`src/mmct_pkg.sv`:
```
/*
  mmct_pkg: constants shared by the module management control block:
  management byte map, field positions, reset values, setting code limits
  and timing figures with their cycle counts at the 100 MHz ref clock.
  Assumes a flat 8-bit byte address space on the two-wire bus.
*/
package mmct_pkg;
  localparam int CLK_PERIOD_NS = 10;
  // timing figures as printed, then cycle counts
  localparam int T_RESET_PULSE_US = 2;
  localparam int T_INIT_MS = 2000;
  localparam int RESET_PULSE_CYC = (T_RESET_PULSE_US * 1000 + CLK_PERIOD_NS - 1) / CLK_PERIOD_NS;
  localparam longint INIT_CYC = (64'(T_INIT_MS) * 1000000) / CLK_PERIOD_NS;
  // two-wire bus address (7 bit)
  localparam logic [6:0] DEV_ADDR = 7'h50;
  // byte map
  localparam logic [7:0] OFS_STATUS = 8'h02;
  localparam logic [7:0] OFS_FLAG_LINE = 8'h03;
  localparam logic [7:0] OFS_FLAG_OTHER = 8'h04;
  localparam logic [7:0] OFS_PDOWN = 8'h5D;
  localparam logic [7:0] OFS_MASK_LINE = 8'h64;
  localparam logic [7:0] OFS_MASK_OTHER = 8'h65;
  localparam logic [7:0] OFS_TX_EQ = 8'hEA;
  localparam logic [7:0] OFS_RX_EMPH = 8'hEC;
  localparam logic [7:0] OFS_RX_AMP = 8'hEE;
  // fields
  localparam int NOT_READY_BIT = 0;
  localparam int PDOWN_BIT = 0;
  localparam int NUM_FLAGS = 16;
  localparam int NUM_LANES = 4;
  // reset values
  localparam logic [15:0] MASK_RST = 16'h0000;
  localparam logic [15:0] SETTING_RST = 16'h0000;
  // highest legal setting codes
  localparam logic [3:0] EQ_MAX = 4'hA;
  localparam logic [3:0] EMPH_MAX = 4'h7;
  localparam logic [3:0] AMP_MAX = 4'h3;
endpackage

```
`src/mmct_hold_timer.sv`:
```
/*
  mmct_hold_timer: saturating counter of consecutive cycles with run_i high;
  done_o rises once the run has lasted LIMIT cycles and clears with run_i.
  Assumes run_i is already on the ref clock.
*/
`timescale 1ns/1ps
module mmct_hold_timer #(
  parameter int W = 32,
  parameter logic [W-1:0] LIMIT = '1
) (
  // clock and reset
  input wire logic ref_clk_i,
  input wire logic rstn_i,
  // run and result
  input wire logic run_i,
  output logic done_o
);
  logic [W-1:0] cnt_r;
  logic [W-1:0] cnt_nxt;
  wire at_limit_w = (cnt_r == LIMIT);

  assign cnt_nxt = !run_i ? '0 : (at_limit_w ? cnt_r : cnt_r + 1'b1);

  always_ff @(posedge ref_clk_i or negedge rstn_i) begin
    if (!rstn_i) begin
      cnt_r <= '0;
    end else begin
      cnt_r <= cnt_nxt;
    end
  end

  assign done_o = at_limit_w && run_i;
endmodule // mmct_hold_timer

```
`src/mmct_twi_slave.sv`:
```
/*
  mmct_twi_slave: two-wire bus slave with an auto-incrementing byte pointer.
  First byte after a write address sets the pointer; later bytes write.
  Assumes an external pull-up; sda is driven low only (drive_n low = pull low).
*/
`timescale 1ns/1ps
module mmct_twi_slave
  import mmct_pkg::*;
(
  // clock and reset
  input wire logic ref_clk_i,
  input wire logic rstn_i,
  // bus pins
  input wire logic scl_i,
  input wire logic sda_i,
  output logic sda_o,
  output logic sda_drive_n_o,
  // control
  input wire logic enable_i,
  // byte port
  output logic [7:0] addr_o,
  output logic wr_stb_o,
  output logic [7:0] wr_data_o,
  output logic rd_stb_o,
  input wire logic [7:0] rd_data_i,
  output logic stop_o
);
  typedef enum logic [5:0] {
    S_IDLE = 6'b000001, S_ADDR = 6'b000010, S_WACK = 6'b000100,
    S_RX = 6'b001000, S_TX = 6'b010000, S_RACK = 6'b100000
  } mmct_twi_state_type;

  mmct_twi_state_type state_r;
  logic [2:0] scl_s_r;
  logic [2:0] sda_s_r;
  logic [7:0] shift_r;
  logic [3:0] cnt_r;
  logic [7:0] ptr_r;
  logic rw_r, first_r, pull_r, ack_r, stop_r;

  // [0] is read only by [1]; edges are taken from [1] and [2]
  wire scl_w = scl_s_r[1];
  wire sda_w = sda_s_r[1];
  wire rise_w = scl_w && !scl_s_r[2];
  wire fall_w = !scl_w && scl_s_r[2];
  wire start_w = scl_w && scl_s_r[2] && !sda_w && sda_s_r[2];
  wire stop_w = scl_w && scl_s_r[2] && sda_w && !sda_s_r[2];
  wire full_w = (cnt_r == 4'h8);
  wire load_w = fall_w && ((state_r == S_WACK && rw_r) || (state_r == S_RACK && ack_r));

  always_ff @(posedge ref_clk_i or negedge rstn_i) begin
    if (!rstn_i) begin
      scl_s_r <= 3'h7;
      sda_s_r <= 3'h7;
    end else begin
      scl_s_r <= {scl_s_r[1:0], scl_i};
      sda_s_r <= {sda_s_r[1:0], sda_i};
    end
  end

  always_ff @(posedge ref_clk_i or negedge rstn_i) begin
    if (!rstn_i) begin
      state_r <= S_IDLE;
      shift_r <= 8'h00;
      cnt_r <= 4'h0;
      ptr_r <= 8'h00;
      rw_r <= 1'b0;
      first_r <= 1'b0;
      pull_r <= 1'b0;
      ack_r <= 1'b0;
      stop_r <= 1'b0;
    end else begin
      stop_r <= stop_w;
      if (!enable_i || stop_w) begin
        state_r <= S_IDLE; // not selected: stop answering at once
        pull_r <= 1'b0;
      end else if (start_w) begin
        state_r <= S_ADDR;
        cnt_r <= 4'h0;
        pull_r <= 1'b0;
      end else if (rise_w) begin
        if (state_r == S_ADDR || state_r == S_RX) begin
          shift_r <= {shift_r[6:0], sda_w};
          cnt_r <= cnt_r + 4'h1;
        end
        if (state_r == S_RACK) begin
          ack_r <= !sda_w;
        end
      end else if (load_w) begin
        shift_r <= {rd_data_i[6:0], 1'b0};
        pull_r <= !rd_data_i[7];
        cnt_r <= 4'h1;
        ptr_r <= ptr_r + 8'h01;
        state_r <= S_TX;
      end else if (fall_w) begin
        unique case (state_r)
          S_IDLE: ;
          S_ADDR: begin
            if (full_w && shift_r[7:1] == DEV_ADDR) begin
              state_r <= S_WACK;
              rw_r <= shift_r[0];
              first_r <= !shift_r[0];
              pull_r <= 1'b1;
            end else if (full_w) begin
              state_r <= S_IDLE;
            end
          end
          S_WACK: begin
            pull_r <= 1'b0;
            cnt_r <= 4'h0;
            state_r <= S_RX;
          end
          S_RX: begin
            if (full_w) begin
              first_r <= 1'b0;
              ptr_r <= first_r ? shift_r : ptr_r + 8'h01;
              pull_r <= 1'b1;
              state_r <= S_WACK;
            end
          end
          S_TX: begin
            if (full_w) begin
              pull_r <= 1'b0;
              state_r <= S_RACK;
            end else begin
              pull_r <= !shift_r[7];
              shift_r <= {shift_r[6:0], 1'b0};
              cnt_r <= cnt_r + 4'h1;
            end
          end
          S_RACK: state_r <= S_IDLE; // master nack: wait for stop
        endcase
      end
    end
  end

  assign addr_o = ptr_r;
  assign wr_data_o = shift_r;
  assign wr_stb_o = fall_w && enable_i && !stop_w && !start_w && (state_r == S_RX) && full_w
    && !first_r;
  assign rd_stb_o = load_w && enable_i && !stop_w && !start_w;
  assign stop_o = stop_r;
  assign sda_o = 1'b0;
  assign sda_drive_n_o = !pull_r;
endmodule // mmct_twi_slave

```
`src/mmct_core.sv`:
```
/*
  mmct_core: management control and status of a four-lane pluggable optical
  module: reset pin filter, initialisation timer, latched clear-on-read
  flags with masks and interrupt pin, low power control and lane settings,
  all but the reset pin filter reached over the two-wire management bus.
  Assumes line condition inputs come from logic on ref_clk_i; pins do not.
*/
// Overview of operation
// amplitude code 0-3 selects output swing ranges; 4-15 are reserved
// equalization code 0-10 gives 0-10 dB in 1 dB steps; 11-15 reserved
// emphasis code 0-7 gives 0-7 dB in 1 dB steps; 8-15 reserved
// fully functional within 2000 ms of power-on or reset pin rising edge
// reset pin low longer than 2 us resets the module; host holds it so long
// serial bus answers within 2000 ms after power-on
// within 2000 ms clear not-ready bit 0 of byte 2 and assert interrupt
// low power select high lowers power within 100 us
// interrupt pin goes low within 200 ms of a triggering condition
// flags clear on read; interrupt releases within 500 us of that stop bit
// entering loss of signal sets its flag and interrupt within 100 ms
// entering transmit fault sets its flag and interrupt within 200 ms
// any other flag condition sets its flag and interrupt within 200 ms
// mask set inhibits its interrupt, mask cleared restores it, within 100 ms
// bus answers within 100 us of select low, stops within 100 us of release
// power-down override set lowers power in 100 ms, cleared restores in 300 ms
// write-triggered timing starts at the clock fall after the write stop bit
// a reserved setting code is ignored and the previous setting kept
`timescale 1ns/1ps
module mmct_core
  import mmct_pkg::*;
#(
  parameter longint INIT_CYCLES = INIT_CYC
) (
  // clock and reset
  input wire logic ref_clk_i,
  input wire logic rstn_i,
  // host pins
  input wire logic module_reset_n_i,
  input wire logic module_select_n_i,
  input wire logic low_power_select_i,
  output logic interrupt_out_n_o,
  // management bus
  input wire logic scl_i,
  input wire logic sda_i,
  output logic sda_o,
  output logic sda_drive_n_o,
  // line conditions
  input wire logic [NUM_LANES-1:0] rx_los_i,
  input wire logic [NUM_LANES-1:0] tx_fault_i,
  input wire logic [7:0] other_cond_i,
  // module controls
  output logic module_ready_o,
  output logic low_power_o,
  output logic [15:0] tx_eq_o,
  output logic [15:0] rx_emph_o,
  output logic [15:0] rx_amp_o
);
  // pin synchronisers
  // only the second flop of each pair feeds logic
  logic [1:0] rst_s_r;
  logic [1:0] sel_s_r;
  logic [1:0] lp_s_r;

  always_ff @(posedge ref_clk_i or negedge rstn_i) begin
    if (!rstn_i) begin
      rst_s_r <= 2'b11;
      sel_s_r <= 2'b11;
      lp_s_r <= 2'b00;
    end else begin
      rst_s_r <= {rst_s_r[0], module_reset_n_i};
      sel_s_r <= {sel_s_r[0], module_select_n_i};
      lp_s_r <= {lp_s_r[0], low_power_select_i};
    end
  end

  // reset pin filter and initialisation timer
  logic mod_reset_w;
  logic ready_w;
  logic ready_d_r;

  // a glitch shorter than the minimum pulse never resets the module
  mmct_hold_timer #(
    .W(16),
    .LIMIT(16'(RESET_PULSE_CYC))
  ) u_reset_filter (
    .ref_clk_i(ref_clk_i),
    .rstn_i(rstn_i),
    .run_i(!rst_s_r[1]),
    .done_o(mod_reset_w)
  );

  // restarts on power-on and on release of a filtered reset
  mmct_hold_timer #(
    .W(32),
    .LIMIT(32'(INIT_CYCLES))
  ) u_init_timer (
    .ref_clk_i(ref_clk_i),
    .rstn_i(rstn_i),
    .run_i(!mod_reset_w),
    .done_o(ready_w)
  );

  // management bus slave
  logic [7:0] addr_w;
  logic wr_stb_w;
  logic [7:0] wr_data_w;
  logic rd_stb_w;
  logic [7:0] rd_data_w;
  logic stop_w;
  // select is a level: a deselect mid-frame drops the slave to idle
  wire bus_en_w = !sel_s_r[1] && !mod_reset_w;

  mmct_twi_slave u_twi (
    .ref_clk_i(ref_clk_i),
    .rstn_i(rstn_i),
    .scl_i(scl_i),
    .sda_i(sda_i),
    .sda_o(sda_o),
    .sda_drive_n_o(sda_drive_n_o),
    .enable_i(bus_en_w),
    .addr_o(addr_w),
    .wr_stb_o(wr_stb_w),
    .wr_data_o(wr_data_w),
    .rd_stb_o(rd_stb_w),
    .rd_data_i(rd_data_w),
    .stop_o(stop_w)
  );

  // write and read decode
  wire wr_mask_lo_w = wr_stb_w && addr_w == OFS_MASK_LINE;
  wire wr_mask_hi_w = wr_stb_w && addr_w == OFS_MASK_OTHER;
  wire wr_pdown_w = wr_stb_w && addr_w == OFS_PDOWN;
  wire rd_flag_lo_w = rd_stb_w && addr_w == OFS_FLAG_LINE;
  wire rd_flag_hi_w = rd_stb_w && addr_w == OFS_FLAG_OTHER;
  wire rd_status_w = rd_stb_w && addr_w == OFS_STATUS;

  // flags, masks and interrupt
  logic [NUM_FLAGS-1:0] flag_r;
  logic [NUM_FLAGS-1:0] cond_d_r;
  logic [NUM_FLAGS-1:0] clr_pend_r;
  logic [NUM_FLAGS-1:0] mask_r;
  logic ready_evt_r;
  logic ready_clr_pend_r;
  logic irq_n_r;
  logic pdown_r;
  logic low_power_r;
  wire [NUM_FLAGS-1:0] cond_w = {other_cond_i, tx_fault_i, rx_los_i};
  wire [NUM_FLAGS-1:0] cond_rise_w = cond_w & ~cond_d_r;
  wire [NUM_FLAGS-1:0] rd_clr_w = {{8{rd_flag_hi_w}}, {8{rd_flag_lo_w}}};
  wire [NUM_FLAGS-1:0] seen_clr_w = rd_clr_w & flag_r;
  wire [NUM_FLAGS-1:0] mask_nxt_w = wr_mask_lo_w ? {mask_r[15:8], wr_data_w} :
                                    wr_mask_hi_w ? {wr_data_w, mask_r[7:0]} : mask_r;
  wire ready_rise_w = ready_w && !ready_d_r;

  // a read marks only the flags it saw set, so a condition entered before
  // the stop bit is not lost; the clear lands at the stop bit
  always_ff @(posedge ref_clk_i or negedge rstn_i) begin
    if (!rstn_i) begin
      clr_pend_r <= '0;
      ready_clr_pend_r <= 1'b0;
    end else begin
      clr_pend_r <= (stop_w || mod_reset_w) ? '0 : (clr_pend_r | seen_clr_w);
      ready_clr_pend_r <= (stop_w || mod_reset_w) ? 1'b0 : (ready_clr_pend_r | rd_status_w);
    end
  end

  // flags set on entering a condition; a set in the clearing cycle wins
  genvar gi;
  generate
    for (gi = 0; gi < NUM_FLAGS; gi++) begin : g_flag
      always_ff @(posedge ref_clk_i or negedge rstn_i) begin
        if (!rstn_i) begin
          flag_r[gi] <= 1'b0;
          cond_d_r[gi] <= 1'b0;
        end else if (mod_reset_w) begin
          flag_r[gi] <= 1'b0;
          cond_d_r[gi] <= 1'b0;
        end else begin
          cond_d_r[gi] <= cond_w[gi];
          if (cond_rise_w[gi]) begin
            flag_r[gi] <= 1'b1;
          end else if (stop_w && clr_pend_r[gi]) begin
            flag_r[gi] <= 1'b0;
          end
        end
      end
    end
  endgenerate

  // masks and power-down override take effect on the byte write, ahead of the stop bit
  always_ff @(posedge ref_clk_i or negedge rstn_i) begin
    if (!rstn_i) begin
      mask_r <= MASK_RST;
      pdown_r <= 1'b0;
    end else if (mod_reset_w) begin
      mask_r <= MASK_RST;
      pdown_r <= 1'b0;
    end else begin
      mask_r <= mask_nxt_w;
      if (wr_pdown_w) begin
        pdown_r <= wr_data_w[PDOWN_BIT];
      end
    end
  end

  // init-done event raises the interrupt until status byte is read
  always_ff @(posedge ref_clk_i or negedge rstn_i) begin
    if (!rstn_i) begin
      ready_d_r <= 1'b0;
      ready_evt_r <= 1'b0;
    end else begin
      ready_d_r <= ready_w;
      if (mod_reset_w) begin
        ready_evt_r <= 1'b0;
      end else if (ready_rise_w) begin
        ready_evt_r <= 1'b1;
      end else if (stop_w && ready_clr_pend_r) begin
        ready_evt_r <= 1'b0;
      end
    end
  end

  // one cycle from any flag, mask or clear change to the pin
  // the init event bypasses the masks
  wire irq_w = |(flag_r & ~mask_r) || ready_evt_r;

  always_ff @(posedge ref_clk_i or negedge rstn_i) begin
    if (!rstn_i) begin
      irq_n_r <= 1'b1;
      low_power_r <= 1'b0;
    end else begin
      irq_n_r <= !irq_w;
      low_power_r <= lp_s_r[1] || pdown_r;
    end
  end

  // lane settings: each nibble is checked on its own
  // a reserved nibble keeps its old code; legal nibbles of the byte still land
  logic [15:0] eq_r;
  logic [15:0] emph_r;
  logic [15:0] amp_r;
  wire [15:0] eq_cand_w = (addr_w == OFS_TX_EQ) ? {wr_data_w, eq_r[7:0]} :
                          {eq_r[15:8], wr_data_w};
  wire [15:0] emph_cand_w = (addr_w == OFS_RX_EMPH) ? {wr_data_w, emph_r[7:0]} :
                            {emph_r[15:8], wr_data_w};
  wire [15:0] amp_cand_w = (addr_w == OFS_RX_AMP) ? {wr_data_w, amp_r[7:0]} :
                           {amp_r[15:8], wr_data_w};
  wire wr_eq_w = wr_stb_w && addr_w[7:1] == OFS_TX_EQ[7:1];
  wire wr_emph_w = wr_stb_w && addr_w[7:1] == OFS_RX_EMPH[7:1];
  wire wr_amp_w = wr_stb_w && addr_w[7:1] == OFS_RX_AMP[7:1];

  generate
    for (gi = 0; gi < NUM_LANES; gi++) begin : g_lane
      wire [3:0] eq_c_w = eq_cand_w[gi*4 +: 4];
      wire [3:0] emph_c_w = emph_cand_w[gi*4 +: 4];
      wire [3:0] amp_c_w = amp_cand_w[gi*4 +: 4];
      always_ff @(posedge ref_clk_i or negedge rstn_i) begin
        if (!rstn_i) begin
          eq_r[gi*4 +: 4] <= SETTING_RST[gi*4 +: 4];
          emph_r[gi*4 +: 4] <= SETTING_RST[gi*4 +: 4];
          amp_r[gi*4 +: 4] <= SETTING_RST[gi*4 +: 4];
        end else if (mod_reset_w) begin
          eq_r[gi*4 +: 4] <= SETTING_RST[gi*4 +: 4];
          emph_r[gi*4 +: 4] <= SETTING_RST[gi*4 +: 4];
          amp_r[gi*4 +: 4] <= SETTING_RST[gi*4 +: 4];
        end else begin
          if (wr_eq_w && eq_c_w <= EQ_MAX) begin
            eq_r[gi*4 +: 4] <= eq_c_w;
          end
          if (wr_emph_w && emph_c_w <= EMPH_MAX) begin
            emph_r[gi*4 +: 4] <= emph_c_w;
          end
          if (wr_amp_w && amp_c_w <= AMP_MAX) begin
            amp_r[gi*4 +: 4] <= amp_c_w;
          end
        end
      end
    end
  endgenerate

  // read mux; unmapped bytes read as zero
  wire [7:0] status_w = 8'(!ready_w) << NOT_READY_BIT;
  assign rd_data_w =
    (addr_w == OFS_STATUS) ? status_w :
    (addr_w == OFS_FLAG_LINE) ? flag_r[7:0] :
    (addr_w == OFS_FLAG_OTHER) ? flag_r[15:8] :
    (addr_w == OFS_MASK_LINE) ? mask_r[7:0] :
    (addr_w == OFS_MASK_OTHER) ? mask_r[15:8] :
    (addr_w == OFS_PDOWN) ? (8'(pdown_r) << PDOWN_BIT) :
    (addr_w == OFS_TX_EQ) ? eq_r[15:8] :
    (addr_w == OFS_TX_EQ + 8'h01) ? eq_r[7:0] :
    (addr_w == OFS_RX_EMPH) ? emph_r[15:8] :
    (addr_w == OFS_RX_EMPH + 8'h01) ? emph_r[7:0] :
    (addr_w == OFS_RX_AMP) ? amp_r[15:8] :
    (addr_w == OFS_RX_AMP + 8'h01) ? amp_r[7:0] : 8'h00;

  assign interrupt_out_n_o = irq_n_r;
  assign module_ready_o = ready_d_r;
  assign low_power_o = low_power_r;
  assign tx_eq_o = eq_r;
  assign rx_emph_o = emph_r;
  assign rx_amp_o = amp_r;
endmodule // mmct_core

```
`config.mk`:
```
export PLATFORM = sky130hd
export DESIGN_NAME = mmct_core
export DESIGN_NICKNAME = d
export VERILOG_FILES = /design/src/mmct_pkg.sv /design/src/mmct_hold_timer.sv /design/src/mmct_twi_slave.sv /design/src/mmct_core.sv
export SDC_FILE = /design/constraint.sdc
export NUM_CORES = 1
export LEC_CHECK = 0
export ABC_AREA = 1
export BUFFER_PORTS_ARGS = -buffer_cell sky130_fd_sc_hd__buf_2
export CORE_MARGIN = 5
export CORE_UTILIZATION = 65
export DETAILED_ROUTE_END_ITERATION = 16
export PLACE_DENSITY = 0.94
export SETUP_SLACK_MARGIN = 0.02
export SLEW_MARGIN = 30
export SYNTH_ARGS = -nofsm -noshare
export SYNTH_HDL_FRONTEND = slang
export SYNTH_SLANG_ARGS = --single-unit
```
`constraint.sdc`:
```
create_clock -name ref_clk_i -period 3.6 [get_ports ref_clk_i]
set_clock_uncertainty 0.15 [all_clocks]
set_input_delay 0.36 -clock ref_clk_i [delete_from_list [all_inputs] [get_ports ref_clk_i]]
set_output_delay 0.36 -clock ref_clk_i [all_outputs]
set_load 0.02 [all_outputs]
```
======== Word-level counts from Yosys, hierarchy flattened ========
Cells that the tools add are included.
cells by class
  add/sub/neg operators ................... 4
  $lt $le $gt $ge ......................... 12
  equal/unequal tests ..................... 38
  muxes and demuxes ....................... 157
  bitwise operators ....................... 11
  reduce and logical (&&, ||, !) cells .... 139
operator list
  cell                     count
  $mux W8                  23
  $mux W16                 9
  $mux W4                  30
  $mux W1                  80
  $mux W32                 2
  $logic_and A1 B1 Y1      62
  $reduce_bool A3 Y1       19
  $mux W6                  9
  $and A16 B16 Y16         3
  $eq A8 B8 Y1 const B     6
  $reduce_bool A2 Y1       19
  $add A32 B1 Y32 const B  1
  $eq A32 B28 Y1 const B   1
  $not A16 Y16             2
  $pmux W6 S5              1
  $eq A7 B7 Y1 const B     4
  $eq A8 B7 Y1 const B     3
  $logic_not A1 Y1         18
  $reduce_and A6 Y1        3
  $add A16 B1 Y16 const B  1
  $eq A16 B8 Y1 const B    1
  $eq A8 B2 Y1 const B     2
  $le A4 B2 Y1 const B     4
  $le A4 B3 Y1 const B     4
  35 further kinds         54
storage, ports and cells
  register bits ........................... 209
  bits of input ports ..................... 23
  output and inout port bits .............. 53

======== Longest topological paths before layout ========
  word-level depth ........................ 18
  gate-level depth with buffers ........... 18
  gate-level depth less buffers ........... 18

======== By module ========
From an unflattened synthesis, not the netlist that was laid out.
second synthesis, totals
  cell total of the unflattened synthesis .. 1557
  area, all modules ....................... 11514.8 µm²
modules (own cells, without submodules)
  module                            instances  cells an instance  area an instance (µm²)  sequential area each (µm²)
  mmct_core                         1          778                6190.9                  3109.2
  mmct_twi_slave                    1          319                2302.2                  934.6
  mmct_hold_timer (u_init_timer)    1          339                2113.3                  800.8
  mmct_hold_timer (u_reset_filter)  1          121                908.4                   400.4

======== Worst setup path after synthesis ========
No wires, ideal clock.
  kind .................................... register -> register
  start point ............................. register u_twi.cnt_r[0]
  end point ............................... register eq_r[3] (netlist: tx_eq_o[3])
  arrival time ............................ 1872 ps
  setup slack ............................. 1446 ps
  cell stages (with the launch flop) ...... 14
  path buffers ............................ 0
  cell sequence ........................... dfrtp_1 > inv_1 > ha_1 > nand3_1 > nor2_1 > inv_1 > nor3_1 > inv_1 > nor2_4 > nand4_1 > nand2_2 > o21ai_4 > nand2_1 > o21ai_1
between the ends
  word-level cells in the longest chain between the ends .. 6
ends and longest elaborated chain
  what                            RTL line               source
  start: declaration              mmct_twi_slave.sv:37   logic [3:0] cnt_r;
  start signal: assignment        mmct_twi_slave.sv:84   cnt_r <= cnt_r + 4'h1;
  start signal: assignment        mmct_twi_slave.sv:128  cnt_r <= cnt_r + 4'h1;
  $eq A4 B4 Y1                    mmct_twi_slave.sv:48   wire full_w = (cnt_r == 4'h8);
  $logic_and A1 B1 Y1             mmct_twi_slave.sv:139  assign wr_stb_o = fall_w && enable_i && !stop_w && !start_w && (state_r == S_RX) && full_w
  $logic_and A1 B1 Y1             mmct_twi_slave.sv:140  && !first_r;
  $logic_and A1 B1 Y1             mmct_core.sv:247       wire wr_eq_w = wr_stb_w && addr_w[7:1] == OFS_TX_EQ[7:1];
  $logic_and A1 B1 Y1             mmct_core.sv:266       if (wr_eq_w && eq_c_w <= EQ_MAX) begin
  $reduce_bool A2 Y1 (no line)    n/a
  end signal: indexed assignment  mmct_core.sv:258       eq_r[gi*4 +: 4] <= SETTING_RST[gi*4 +: 4];
  end signal: indexed assignment  mmct_core.sv:262       eq_r[gi*4 +: 4] <= SETTING_RST[gi*4 +: 4];
  end signal: indexed assignment  mmct_core.sv:267       eq_r[gi*4 +: 4] <= eq_c_w;
  end: declaration                mmct_core.sv:238       logic [15:0] eq_r;
No other way between the ends.
A chain may end at the register's enable or synchronous reset.

======== Final worst setup path ========
  start point ............................. register u_twi.ptr_r[0] (netlist: u_twi.addr_o[0])
  end point ............................... register u_twi.shift_r[4] (netlist: u_twi.wr_data_o[4])
between the ends
  word-level cells in the longest chain between the ends .. 15
  elaborated cells between the ends (all ways) .. 26
  those cells by class .................... 12 x eq/ne; 14 x mux
ends and longest elaborated chain
  what                      RTL line               source
  start: declaration        mmct_twi_slave.sv:38   logic [7:0] ptr_r;
  start signal: assignment  mmct_twi_slave.sv:93   ptr_r <= ptr_r + 8'h01;
  start signal: assignment  mmct_twi_slave.sv:116  ptr_r <= first_r ? shift_r : ptr_r + 8'h01;
  $eq A8 B8 Y1              mmct_core.sv:294       (addr_w == OFS_RX_AMP + 8'h01) ? amp_r[7:0] : 8'h00;
  $mux W8                   mmct_core.sv:294
  $mux W8                   mmct_core.sv:293       (addr_w == OFS_RX_AMP) ? amp_r[15:8] :
  $mux W8                   mmct_core.sv:292       (addr_w == OFS_RX_EMPH + 8'h01) ? emph_r[7:0] :
  $mux W8                   mmct_core.sv:291       (addr_w == OFS_RX_EMPH) ? emph_r[15:8] :
  $mux W8                   mmct_core.sv:290       (addr_w == OFS_TX_EQ + 8'h01) ? eq_r[7:0] :
  $mux W8                   mmct_core.sv:289       (addr_w == OFS_TX_EQ) ? eq_r[15:8] :
  $mux W8                   mmct_core.sv:288       (addr_w == OFS_PDOWN) ? (8'(pdown_r) << PDOWN_BIT) :
  $mux W8                   mmct_core.sv:287       (addr_w == OFS_MASK_OTHER) ? mask_r[15:8] :
  $mux W8                   mmct_core.sv:286       (addr_w == OFS_MASK_LINE) ? mask_r[7:0] :
  $mux W8                   mmct_core.sv:285       (addr_w == OFS_FLAG_OTHER) ? flag_r[15:8] :
  $mux W8                   mmct_core.sv:284       (addr_w == OFS_FLAG_LINE) ? flag_r[7:0] :
  $mux W8 (*)               mmct_core.sv:283       (addr_w == OFS_STATUS) ? status_w :
  $mux W8 (*)               mmct_twi_slave.sv:89   end else if (load_w) begin
  $mux W8 (*)               mmct_twi_slave.sv:81   end else if (rise_w) begin
  end signal: assignment    mmct_twi_slave.sv:83   shift_r <= {shift_r[6:0], sda_w};
  end signal: assignment    mmct_twi_slave.sv:90   shift_r <= {rd_data_i[6:0], 1'b0};
  end signal: assignment    mmct_twi_slave.sv:127  shift_r <= {shift_r[6:0], 1'b0};
  end: declaration          mmct_twi_slave.sv:36   logic [7:0] shift_r;
Every way passes the cells marked *; elsewhere a longest branch is shown, timed or not.

==> results by group <==
Logic synthesis
  • Synth top cells by count: 274 x nand2_1, 216 x inv_1, 197 x dfrtp_1
  • Share of the synthesized area in the top cell type: 44.14%
  • Distinct cell type count after synthesis: 63
  • Synth Warn #: 0
  • Mean area per synthesized cell: 7.990 um^2
  • Top post-synthesis cells by area: dfrtp_1 44%, nand2_1 9.2%, inv_1 7.3%
  • Synth async-reset ratio: 100.0%
  • Main flop type after synthesis: dfrtp_1
  • Post-synth EDFFs: 0
  • Sequential fraction of the synthesis area: 46.96%
  • Cell area after synthesis: 0.01117 mm^2
  • Synthesized net count: 1434
  • Top-count cell post-synth: nand2_1
  • Synth area leader: dfrtp_1
  • Syn Inst Count: 1398
  • FF+latch count, synth: 209

Global route
  • Initial antenna violation count: 0
  • Grt ovf: 0
  • First-pass GRT wire length: 52090 um
  • Vias in the first global route: 10270
  • Total track usage: 32.18%
  • Largest net degree at the start of global routing: 72

Clock network
  • Clk slew on worst S/H paths: 0.06 ns
  • CTS tree: done
  • Clock Path Buffers: 3
  • CTS Root Cell: clkbuf_16
  • CTS H-Tree Depth: 1
  • CTS Buf Count: 23
  • Post-CTS Resized: 0
  • Clk_lat worst skew: 0.53 ns
  • CTS sink count: 209

Routing
  • Detail Route Antenna Nets: 0
  • Drt first pass iters: 7
  • Post-Route WL: 31620 um
  • Vias per Instance: 6.016
  • DR WL/cell: 18.21 um
  • Drt drc: 0
  • Vias: 10440
  • 1st-iter DRT viols: 1192

Placed design
  • Gpl congestion: 0.9672
  • Detailed-placement wirelength estimate: 21440 um
  • PortBufs: 74
  • Placed cells: 1672

Power
  • Static Leak: 6.136 nW
  • Power per Cell Area: 433.2 mW/mm^2
  • Power Total: 0.005519 W
  • Peak VDD IR: 0.3961 mV

Critical path
  • Worst Setup Start Kind: flip-flop
  • Worst path slowest cell: dfrtp_1
  • CP peak stage delay: 0.40 ns
  • Worst path bufs/invs: 3
  • Delay-heaviest family, CP: simple AND/OR/NAND/NOR gates
  • CP max FO: 25
  • Endpoint class of the critical path: flip-flop
  • Crit path kind: reg2reg
  • Cell breakdown of the critical path: inv_1 > ha_1 > inv_1 > nor2_2 > nand2_2 > inv_2 > nand2_1 > a21oi_1 > o22ai_1 > o21ai_0 > nand4_1 > nand2_1 > a21boi_1
  • Arrival time worst endpoint: 3.01 ns
  • WP data required: 3.86 ns

Run
  • Max-cap violations: 0

Timing
  • Max Clock Freq: 0.3640 GHz
  • Slew @ Worst Pin: 0.6304 ns
  • Rel. slew slack: 57.91%
  • Tcrit/Tclk final: 76.31%
  • Final setup violation count: 0
  • Final TNS setup: 0 ns
  • Final Hold Fails: 0
  • Hold slack: 0.1979 ns
  • Tmin final: 2.747 ns
  • Slew Viols, Final: 0
  • RSZ-0062 raised after global routing: false

Cells and area
  • Antenna diode count: 0
  • Area Growth Syn to Fin: 14.07%
  • Fill cells: 1220
  • Share of cells above drive strength 1: 14.69%
  • Layout Cells excl Fill: 1736
  • Area occupied by multi-input gates: 0.004862 mm^2
  • Register area: 0.005245 mm^2
  • Final Net Count: 1530

Floorplanning
  • Core Region: 0.01706 mm^2
  • Die area: 0.01991 mm^2
  • IO Count: 76
  • Die Y-Extent: 141.1 um
  • Core Rows: 48
  • Starting Density: 65.49%
  • Die W: 141.1 um

Worst hold path
  • HP Class: reg2reg

Run status
  • Status: finished clean
==> worst paths after layout <==
path,cells after the start,slack (ns),start,to
max,13,0.85,u_twi.addr_o[0]$_DFFE_PN0P_,u_twi.wr_data_o[4]$_DFFE_PN0P_
min,0,0.20,u_twi.scl_s_r[0]$_DFF_PN1_,u_twi.scl_s_r[1]$_DFF_PN1_
max reg2reg,13,0.85,u_twi.addr_o[0]$_DFFE_PN0P_,u_twi.wr_data_o[4]$_DFFE_PN0P_
min reg2reg,0,0.20,u_twi.scl_s_r[0]$_DFF_PN1_,u_twi.scl_s_r[1]$_DFF_PN1_
max in group asynchronous,3,2.11,rstn_i,u_twi.state_r[0]$_DFFE_PN1P_
min in group asynchronous,2,0.26,rstn_i,clr_pend_r[5]$_DFF_PN0_
==> where the power goes <==
part | switching, W | internal (W) | total (W)
logic | 0.000361 | 0.000142 | 0.000503
registers | 0.0000882 | 0.00241 | 0.00250
clock network | 0.000986 | 0.00153 | 0.00251
total | 0.00144 | 0.00408 | 0.00552
==> worst reg2reg max path: cells and delay by family, from the launching register on <==
| family | cells | cell delay (ns) |
|---|---|---|
| and+or+nand+nor | 5 | 0.77 |
| adders and majority gates | 1 | 0.28 |
| buffers and inverters | 3 | 0.43 |
| AOI/OAI and AO/OA | 4 | 0.61 |
| DFF | 1 | 0.40 |
==> area by class of cell <==
type                    instances  area share [%]
inverters                     233           6.864
multi-input cells             922           38.16
well taps                     225           2.210
clock buffers                  35           5.342
flip-flops and latches        209           41.17
clock inverters                 7           1.021
repair buffers                105           5.234
==> cell usage in the layout, fill, tap and decap left out, types with 17 or more instances in the layout <==
cell type | synthesis | final
nor3_1 | 38 | 38
o21ai_1 | 35 | 35
dfrtp_1 | 197 | 197
o22ai_1 | 34 | 34
a21oi_1 | 82 | 82
buf_2 | 9 | 73
dlygate4sd3_1 | 0 | 22
clkbuf_16 | 0 | 23
nand4_1 | 19 | 19
nand2_1 | 274 | 274
nand2_2 | 17 | 17
o21ai_0 | 117 | 117
nand3_1 | 75 | 75
inv_1 | 216 | 216
nor2_1 | 93 | 93
==> flip-flops by register name (all words and copies together) (netlist names), 4 cells and up <==
name	count
clr_pend_r	16
u_twi.state_r	6
mask_r	16
u_twi.wr_data_o	8
u_init_timer.cnt_r	32
rx_emph_o	16
cond_d_r	16
rx_amp_o	16
flag_r	16
tx_eq_o	16
u_twi.addr_o	8
u_twi.cnt_r	4
u_reset_filter.cnt_r	16
==> per-layer routing <==
metal / wire [um] / up-vias / track usage (%)
li1: - / 4794 / -
met1: 11940 / 4954 / 40.65
met2: 15620 / 566 / 55.41
met3: 2730 / 130 / 5.597
met4: 1323 / 0 / 12.39
met5: 0 / - / 0
==> cells by family (layout without fill, tap and decap cells) <==
group	count (synthesis)	after routing	synth area share, %
xor+xnor	8	8	0.6273
mux	2	2	0.1904
simple gates	574	574	24.43
buf+inv	267	380	9.510
compound gates	324	324	16.79
other cells	1	1	0.03357
fa+ha+maj	13	13	1.456
flops	209	209	46.96
==> repair_timing <==
item,in CTS,in global routing
endpoints found under the setup margin,0,0
hold buffers,22,0
endpoints found under the hold margin,90,0
buffers inserted,0,0
==> per-stage QoR <==
step	utilization [%]	worst slack [ns]	instance area [um^2]
2_1_floorplan	-	1.446	11170
3_3_place_gp	68.65	0.9049	11710
3_5_place_dp	68.65	0.9134	11710
4_1_cts	74.70	0.8947	12740
5_1_grt	74.70	0.6187	12740
6_report	74.70	0.8528	12740
(Power assumes the default switching activity.)
